--- src/core/beacon_pkg.sv ---
// Constants shared by the ring beacon generator.
// Assumes a 200 MHz core clock and a 32-bit AHB-Lite register bus.
package beacon_pkg;
    localparam int CLK_HZ = 200_000_000;
    localparam int TICK_HZ = 50_000_000;
    localparam int TICK_DIV = CLK_HZ / TICK_HZ;
    localparam logic [1:0] TICK_LAST = 2'(TICK_DIV - 1);

    // Register indices; the byte address is four times the index.
    localparam logic [7:0] IDX_CTRL = 8'hdc;
    localparam logic [7:0] IDX_IVL_LO = 8'hde;
    localparam logic [7:0] IDX_IVL_HI = 8'he0;
    localparam logic [7:0] IDX_TIDX = 8'he2;
    localparam logic [7:0] IDX_TVAL = 8'he4;

    // Control register fields.
    localparam int CTRL_TIMER_EN = 0;
    localparam int CTRL_GEN1 = 1;
    localparam int CTRL_GEN2 = 2;
    localparam int CTRL_GEN_RST = 3;

    localparam logic [3:0] CTRL_RST = 4'h0;
    localparam logic [31:0] IVL_RST = 32'h0000_0000;
    localparam logic [5:0] TIDX_RST = 6'h00;
    localparam logic [31:0] SEQ_RST = 32'h0000_0000;

    // Frame layout: 40 template bytes, sequence id big-endian.
    localparam int FRAME_LEN = 40;
    localparam logic [5:0] FRAME_END = 6'h28;
    localparam logic [5:0] FRAME_LAST = 6'h27;
    localparam logic [5:0] SEQ_POS = 6'h18;
    localparam logic [5:0] SEQ_END = 6'h1c;

    typedef enum logic [1:0] {
        ST_IDLE = 2'b01,
        ST_SEND = 2'b10
    } gen_state_t;
endpackage

--- src/core/ring_beacon_generator.sv ---
// Ring beacon generator: AHB-Lite register slave, interval timer and
// frame serializer for the two ring ports.
// Assumes one 200 MHz clock and a transmit path that accepts bytes
// on tx_valid and tx_ready.
//
// How it works
// - With timer enable set, each expiry triggers enabled ports and restarts.
// - Port one enable set: beacons go to port one with sequence id.
// - Port two enable set: beacons go to port two with sequence id.
// - Generation reset bit holds timer, sequencer and serializer in reset.
// - Interval is a 32-bit count of 50 MHz ticks.
// - Interval low register holds bits 15..0, high register bits 31..16.
// - The sequence id overrides the template at its byte positions.
//
// The AHB-Lite interface to the registers is this design's own decision.
`timescale 1ns/1ps
`default_nettype none
module ring_beacon_generator
    import beacon_pkg::*;
(
    input wire logic clock,
    input wire logic rst,
    input wire logic hsel,
    input wire logic [31:0] haddr,
    input wire logic [1:0] htrans,
    input wire logic hwrite,
    input wire logic [2:0] hsize,
    input wire logic [31:0] hwdata,
    input wire logic hready,
    output logic hreadyout,
    output logic [31:0] hrdata,
    output logic hresp,
    input wire logic tx_ready,
    output logic tx_valid,
    output logic [7:0] tx_data,
    output logic tx_last,
    output logic tx_port_one,
    output logic tx_port_two
);
    logic ap_valid, addr_ok, wr_en;
    logic dp_act_q, dp_act_d;
    logic dp_wr_q, dp_wr_d;
    logic dp_ok_q, dp_ok_d;
    logic [7:0] dp_idx_q, dp_idx_d;
    logic hreadyout_q, hreadyout_d;
    logic [31:0] hrdata_q, hrdata_d;
    logic [3:0] ctrl_q, ctrl_d;
    logic [31:0] ivl_q, ivl_d;
    logic [5:0] tidx_q, tidx_d;
    logic [7:0] tmpl [0:FRAME_LEN-1];
    logic [7:0] tval;
    logic gen_rst, timer_en, tick, expire, rearm, fire;
    logic [31:0] rd_val, cnt_nxt;
    logic [1:0] pre_q, pre_d;
    logic [31:0] cnt_q, cnt_d;
    logic en_prev_q, en_prev_d;
    logic pend_q, pend_d;
    gen_state_t state_q, state_d;
    logic [5:0] pos_q, pos_d, pos_nxt;
    logic [31:0] seq_q, seq_d;
    logic tx_valid_q, tx_valid_d;
    logic [7:0] tx_data_q, tx_data_d;
    logic tx_last_q, tx_last_d;
    logic p1_q, p1_d, p2_q, p2_d;

    // Sequence bytes replace the template, most significant first.
    function automatic logic [7:0] frame_byte(
        input logic [5:0] p,
        input logic [7:0] t,
        input logic [31:0] s
    );
        logic [5:0] o;
        o = p - SEQ_POS;
        frame_byte = t;
        if (p >= SEQ_POS && p < SEQ_END) begin
            unique case (o[1:0])
                2'h0: frame_byte = s[31:24];
                2'h1: frame_byte = s[23:16];
                2'h2: frame_byte = s[15:8];
                2'h3: frame_byte = s[7:0];
            endcase
        end
    endfunction

    assign ap_valid = hsel && hready && htrans[1];
    assign addr_ok = (haddr[31:10] == 22'h00_0000) && (haddr[1:0] == 2'h0);
    assign wr_en = dp_act_q && dp_wr_q && dp_ok_q && hreadyout_q;
    assign tval = (tidx_q < FRAME_END) ? tmpl[tidx_q] : 8'h00;

    always_comb begin
        rd_val = 32'h0000_0000;
        if (dp_ok_q) begin
            unique case (dp_idx_q)
                IDX_CTRL: rd_val = {28'h000_0000, ctrl_q};
                IDX_IVL_LO: rd_val = {16'h0000, ivl_q[15:0]};
                IDX_IVL_HI: rd_val = {16'h0000, ivl_q[31:16]};
                IDX_TIDX: rd_val = {26'h000_0000, tidx_q};
                IDX_TVAL: rd_val = {24'h00_0000, tval};
                default: rd_val = 32'h0000_0000;
            endcase
        end
    end

    // Reads take one wait state so a write just before is always seen.
    always_comb begin
        dp_act_d = dp_act_q;
        dp_wr_d = dp_wr_q;
        dp_ok_d = dp_ok_q;
        dp_idx_d = dp_idx_q;
        hreadyout_d = 1'b1;
        hrdata_d = hrdata_q;
        if (hready) begin
            dp_act_d = ap_valid;
            dp_wr_d = hwrite;
            dp_ok_d = addr_ok;
            dp_idx_d = haddr[9:2];
        end
        if (ap_valid && !hwrite) begin
            hreadyout_d = 1'b0;
        end
        if (dp_act_q && !dp_wr_q && !hreadyout_q) begin
            hrdata_d = rd_val;
        end
    end

    always_ff @(posedge clock or posedge rst) begin
        if (rst) begin
            dp_act_q <= 1'b0;
            dp_wr_q <= 1'b0;
            dp_ok_q <= 1'b0;
            dp_idx_q <= 8'h00;
            hreadyout_q <= 1'b1;
            hrdata_q <= 32'h0000_0000;
        end else begin
            dp_act_q <= dp_act_d;
            dp_wr_q <= dp_wr_d;
            dp_ok_q <= dp_ok_d;
            dp_idx_q <= dp_idx_d;
            hreadyout_q <= hreadyout_d;
            hrdata_q <= hrdata_d;
        end
    end

    always_comb begin
        ctrl_d = ctrl_q;
        ivl_d = ivl_q;
        tidx_d = tidx_q;
        if (wr_en) begin
            unique case (dp_idx_q)
                IDX_CTRL: ctrl_d = hwdata[3:0];
                IDX_IVL_LO: ivl_d[15:0] = hwdata[15:0];
                IDX_IVL_HI: ivl_d[31:16] = hwdata[15:0];
                IDX_TIDX: tidx_d = hwdata[5:0];
                default: ctrl_d = ctrl_q;
            endcase
        end
    end

    always_ff @(posedge clock or posedge rst) begin
        if (rst) begin
            ctrl_q <= CTRL_RST;
            ivl_q <= IVL_RST;
            tidx_q <= TIDX_RST;
        end else begin
            ctrl_q <= ctrl_d;
            ivl_q <= ivl_d;
            tidx_q <= tidx_d;
        end
    end

    // Template has no reset; software fills it before use.
    always_ff @(posedge clock) begin
        if (wr_en && dp_idx_q == IDX_TVAL && tidx_q < FRAME_END) begin
            tmpl[tidx_q] <= hwdata[7:0];
        end
    end

    assign gen_rst = ctrl_q[CTRL_GEN_RST];
    assign timer_en = ctrl_q[CTRL_TIMER_EN];
    assign tick = (pre_q == TICK_LAST);
    assign cnt_nxt = cnt_q + 32'h0000_0001;
    assign expire = timer_en && tick && (cnt_nxt >= ivl_q);
    assign rearm = timer_en && !en_prev_q;
    assign fire = (expire || rearm) &&
        (ctrl_q[CTRL_GEN1] || ctrl_q[CTRL_GEN2]);
    assign pos_nxt = pos_q + 6'h01;

    always_comb begin
        pre_d = pre_q + 2'h1;
        cnt_d = cnt_q;
        en_prev_d = timer_en;
        pend_d = pend_q || fire;
        state_d = state_q;
        pos_d = pos_q;
        seq_d = seq_q;
        tx_valid_d = tx_valid_q;
        tx_data_d = tx_data_q;
        tx_last_d = tx_last_q;
        p1_d = p1_q;
        p2_d = p2_q;
        if (!timer_en) begin
            pre_d = 2'h0;
            cnt_d = 32'h0000_0000;
        end else if (tick) begin
            pre_d = 2'h0;
            cnt_d = expire ? 32'h0000_0000 : cnt_nxt;
        end
        unique case (state_q)
            ST_IDLE: begin
                if (pend_q) begin
                    pend_d = fire;
                    p1_d = ctrl_q[CTRL_GEN1];
                    p2_d = ctrl_q[CTRL_GEN2];
                    if (ctrl_q[CTRL_GEN1] || ctrl_q[CTRL_GEN2]) begin
                        state_d = ST_SEND;
                        pos_d = 6'h00;
                        tx_valid_d = 1'b1;
                        tx_last_d = 1'b0;
                        tx_data_d = frame_byte(6'h00, tmpl[0], seq_q);
                    end
                end
            end
            ST_SEND: begin
                if (tx_ready) begin
                    if (tx_last_q) begin
                        state_d = ST_IDLE;
                        tx_valid_d = 1'b0;
                        tx_last_d = 1'b0;
                        seq_d = seq_q + 32'h0000_0001;
                    end else begin
                        pos_d = pos_nxt;
                        tx_last_d = (pos_nxt == FRAME_LAST);
                        tx_data_d = frame_byte(pos_nxt, tmpl[pos_nxt],
                            seq_q);
                    end
                end
            end
        endcase
        if (gen_rst) begin
            pre_d = 2'h0;
            cnt_d = 32'h0000_0000;
            en_prev_d = 1'b0;
            pend_d = 1'b0;
            state_d = ST_IDLE;
            pos_d = 6'h00;
            seq_d = SEQ_RST;
            tx_valid_d = 1'b0;
            tx_data_d = 8'h00;
            tx_last_d = 1'b0;
            p1_d = 1'b0;
            p2_d = 1'b0;
        end
    end

    always_ff @(posedge clock or posedge rst) begin
        if (rst) begin
            pre_q <= 2'h0;
            cnt_q <= 32'h0000_0000;
            en_prev_q <= 1'b0;
            pend_q <= 1'b0;
            state_q <= ST_IDLE;
            pos_q <= 6'h00;
            seq_q <= SEQ_RST;
            tx_valid_q <= 1'b0;
            tx_data_q <= 8'h00;
            tx_last_q <= 1'b0;
            p1_q <= 1'b0;
            p2_q <= 1'b0;
        end else begin
            pre_q <= pre_d;
            cnt_q <= cnt_d;
            en_prev_q <= en_prev_d;
            pend_q <= pend_d;
            state_q <= state_d;
            pos_q <= pos_d;
            seq_q <= seq_d;
            tx_valid_q <= tx_valid_d;
            tx_data_q <= tx_data_d;
            tx_last_q <= tx_last_d;
            p1_q <= p1_d;
            p2_q <= p2_d;
        end
    end

    assign hreadyout = hreadyout_q;
    assign hrdata = hrdata_q;
    assign hresp = 1'b0;
    assign tx_valid = tx_valid_q;
    assign tx_data = tx_data_q;
    assign tx_last = tx_last_q;
    assign tx_port_one = p1_q;
    assign tx_port_two = p2_q;
endmodule
`default_nettype wire

--- config.mk ---
export PLATFORM = sky130hd
export DESIGN_NAME = ring_beacon_generator
export DESIGN_NICKNAME = d
export VERILOG_FILES = /design/src/core/beacon_pkg.sv /design/src/core/ring_beacon_generator.sv
export SDC_FILE = /design/constraint.sdc
export NUM_CORES = 1
export LEC_CHECK = 0
export ABC_AREA = 1
export BUFFER_PORTS_ARGS = -buffer_cell sky130_fd_sc_hd__buf_2
export CORE_MARGIN = 3
export CORE_UTILIZATION = 50
export CTS_BUF_LIST = sky130_fd_sc_hd__clkbuf_16
export CTS_CLUSTER_DIAMETER = 30
export DETAILED_ROUTE_END_ITERATION = 16
export PLACE_DENSITY = 0.78
export SYNTH_ARGS = -nofsm -noshare
export SYNTH_HDL_FRONTEND = slang
export SYNTH_SLANG_ARGS = --single-unit
--- constraint.sdc ---
create_clock -name clock -period 14.7 [get_ports clock]
set_clock_uncertainty 0.2 [all_clocks]
set_input_delay 2.94 -clock clock [delete_from_list [all_inputs] [get_ports clock]]
set_output_delay 2.94 -clock clock [all_outputs]
set_load 0.01 [all_outputs]
==> run summary <==
Slew @ Worst Pin: 1080 ps
Synthesized area per cell: 8.54 sq um
Final RePlAce weighted congestion: 0.956
Total gr overflow: 0
Most used flip-flop cell after synthesis: sky130_fd_sc_hd__edfxtp_1
Yosys top cell area share: 0.385
Category of the critical setup timing path: flop to flop
Number of warnings reported in the yosys synthesis log: 0
Detailed Routing Iterations Pass 1: 6
Pin count of the biggest net entering global routing: 94
Cell repeated most along the worst path: sky130_fd_sc_hd__nand2_1
Number of top-level pins: 121
Hpwl dp: 46.9 mm
Unrepaired setup endpoints after global routing: false
Total power: 3680 uW
Part of the Yosys area used for sequential elements: 0.542
Total of endpoints with negative setup slack in the final report: 0
Required time at the endpoint of the critical path: 15030 ps
Time the worst path needs with I/O delays and setup: 5110 ps
Hold/Removal Path Class: flop to flop
Routed Wire Length: 75.2 mm
Maximum buffer depth of the clock tree: 3
# DRC: 0
Final number of hold-violating endpoints: 0
Final total negative setup slack: 0 ps
Number of buffers added for setup after CTS: 0
Number of buffers inserted for hold repair after clock tree synthesis: 0
Count of antenna-violating nets left after detailed routing: 0
Peak VDD IR: 111 uV
Clock-pin slew on the worst setup and hold paths: 50 ps
Fraction of the cycle the final worst path needs: 0.347
Leakage power total: 0.0130 uW
Total die area: 52700 sq um
Global-route wire length before repair: 116 mm
Initial antenna violation count: 1
Number of input and output port buffers inserted: 83
Number of enable-type register cells in the synthesized netlist: 320
Stage delay of the slowest cell on the critical path: 1020 ps
Area of the placeable core: 49200 sq um
DRC violation total after the first TritonRoute iteration: 3217
GRT Resource Usage Total: 0.279
Number of cells traversed by the worst hold path: 1
Critical path cell sequence: inv_4 > ha_2 > inv_2 > buf_4 > a21oi_1 > o21ai_1 > nand3_1 > nand3_1 > nand4_1 > nand3_1 > nand2_1 > nand2_1 > nand2_1 > nand2_1
Max_cap viols: 0
Share of layout cells above drive strength 1: 0.100
CP Data Arrival Time: 5440 ps
Most used cells in the layout excluding fill and tap cells: 698 x sky130_fd_sc_hd__nand2_1, 392 x sky130_fd_sc_hd__inv_1, 320 x sky130_fd_sc_hd__edfxtp_1
Number of register bits inferred by synthesis: 477
H-Tree Level Count: 3
Clock tree sinks: 477
Max Freq: 0.196 GHz
Pins over their slew limit: 0
Top area cells in the synthesized netlist: sky130_fd_sc_hd__edfxtp_1 38%, sky130_fd_sc_hd__dfrtp_1 16%, sky130_fd_sc_hd__nand2_1 10%, sky130_fd_sc_hd__o21ai_0 5.9%, sky130_fd_sc_hd__inv_1 5.8%
Most common cell after layout, fill and taps aside: sky130_fd_sc_hd__nand2_1
Clock insertion delay at the later pin of the skew report: 640 ps
Worst-path maximum fanout: 82
Post-cts resize count: 0
Via-to-Cell Ratio: 5.89
Category of the worst setup path capture point: flop
Fraction of registers with async set/reset: 0.329
Critical-path cell with the highest stage delay: sky130_fd_sc_hd__ha_2
Via count of the routed design: 22100
Leading area contributor after synthesis: sky130_fd_sc_hd__edfxtp_1
Crit path launch type: flop
Post-detailed-route wirelength per cell: 20.1 um
Post-layout nets: 3106
Number of rows in the core area: 81
Synthesis-to-finish area growth: 16.4%
Height of the die: 230 um
Reg-to-reg setup timing slack: 9590 ps
Worst Reg-to-Reg Cells: 14
Outcome: complete, no violations
Distinct cell type count after synthesis: 53
Post-synthesis instance total: 2926
Starting density of the core: 0.508
CTS buffer count: 99
Power density over the cells: 127 nW/um^2
Horizontal die dimension: 230 um
CTS tree: done
Number of global-route vias before repair: 21900
Clk Tree Root Cell: sky130_fd_sc_hd__clkbuf_16
Max-slew headroom at the worst pin: 0.275
Cell area after synthesis: 25000 sq um
## where the power goes
group / switching (uW) / total (uW) / internal (uW) / leakage [uW]
combinational: 36.8 / 44.9 / 8.11 / 0.00651
sequential: 1.92 / 1440 / 1440 / 0.00482
clock: 759 / 2200 / 1440 / 0.00166
## state kept, by name, summed over array words and instances, names as in the netlist, 4 cells and up
register / cells
ctrl_q: 4
tmpl: 320
ivl_q: 32
tidx_q: 6
seq_q: 32
pos_q: 6
hrdata: 16
cnt_q: 32
tx_data: 8
dp_idx_q: 8
## cell usage after synthesis, types with 6 or more instances
cell type and instances:
sky130_fd_sc_hd__buf_4 18, sky130_fd_sc_hd__a31oi_1 9, sky130_fd_sc_hd__nor4_1 15, sky130_fd_sc_hd__o21a_1 6, sky130_fd_sc_hd__inv_2 12, sky130_fd_sc_hd__ha_1 39
sky130_fd_sc_hd__a21oi_1 179, sky130_fd_sc_hd__inv_1 383, sky130_fd_sc_hd__o31ai_1 7, sky130_fd_sc_hd__nor2_1 213, sky130_fd_sc_hd__o22ai_1 84, sky130_fd_sc_hd__clkbuf_1 81
sky130_fd_sc_hd__o211ai_1 20, sky130_fd_sc_hd__clkinv_1 7, sky130_fd_sc_hd__nor3_1 43, sky130_fd_sc_hd__nand2_1 698, sky130_fd_sc_hd__buf_1 14, sky130_fd_sc_hd__nand3_1 143
sky130_fd_sc_hd__o21ai_1 34, sky130_fd_sc_hd__nand4_1 34, sky130_fd_sc_hd__edfxtp_1 320, sky130_fd_sc_hd__o21ai_0 295, sky130_fd_sc_hd__buf_2 36, sky130_fd_sc_hd__xor2_1 34
sky130_fd_sc_hd__dfrtp_1 155
## area by class of cell
type | instances | area [sq um]
flip-flops and latches | 477 | 13500
diodes | 1 | 2.50
inverters | 403 | 1520
clock inverters | 86 | 830
clock buffers | 100 | 2500
multi-input cells | 1912 | 9330
fillers | 3972 | 20100
well taps | 664 | 831
repair buffers | 99 | 536
## critical path, delay by kind of cell, from the launching register on
| kind | cells | cell delay [ps] |
|---|---|---|
| fa+ha+maj | 1 | 1020 |
| simple gates | 8 | 1020 |
| buf+inv | 3 | 1380 |
| compound gates | 2 | 270 |
| flops | 1 | 1000 |
## path summary, 6_finish.rpt
check,end,start
setup / recovery,tx_data[6],pos_q[0]
hold / removal,pre_q[0],pre_q[0]
setup reg to reg,tx_data[6],pos_q[0]
hold reg to reg,pre_q[0],pre_q[0]
max in group asynchronous,dp_idx_q[1],rst
min in group asynchronous,seq_q[18],rst
## per-layer routing
layer | global-route usage | part of all wire | vias to the layer above
met4 | 0.160 | 0.054 | 0
met3 | 0.0602 | 0.11 | 329
met5 | 0 | 0 | -
li1 | - | - | 9918
met2 | 0.440 | 0.46 | 1444
met1 | 0.357 | 0.38 | 10400
## metrics by stage
stage	area, sq um	util	instances	hold WS, ps	setup WS (ps)
global route	29100	0.592	3741	276	9410
finish	29100	0.592	3742	250	9590
global placement	25800	0.524	3555	217	9780
floorplan	25000	-	2942	207	7330
CTS	29100	0.592	3741	253	9850
detailed placement	25800	0.524	3555	247	9730
## logic make-up after synthesis
kind of cell    share of synthesized area
fa+ha+maj                          0.0195
compound gates                      0.138
simple gates                        0.198
other cells                      0.000150
flops                               0.542
buf+inv                            0.0880
xor+xnor                           0.0145
(Power assumes the default switching activity.)
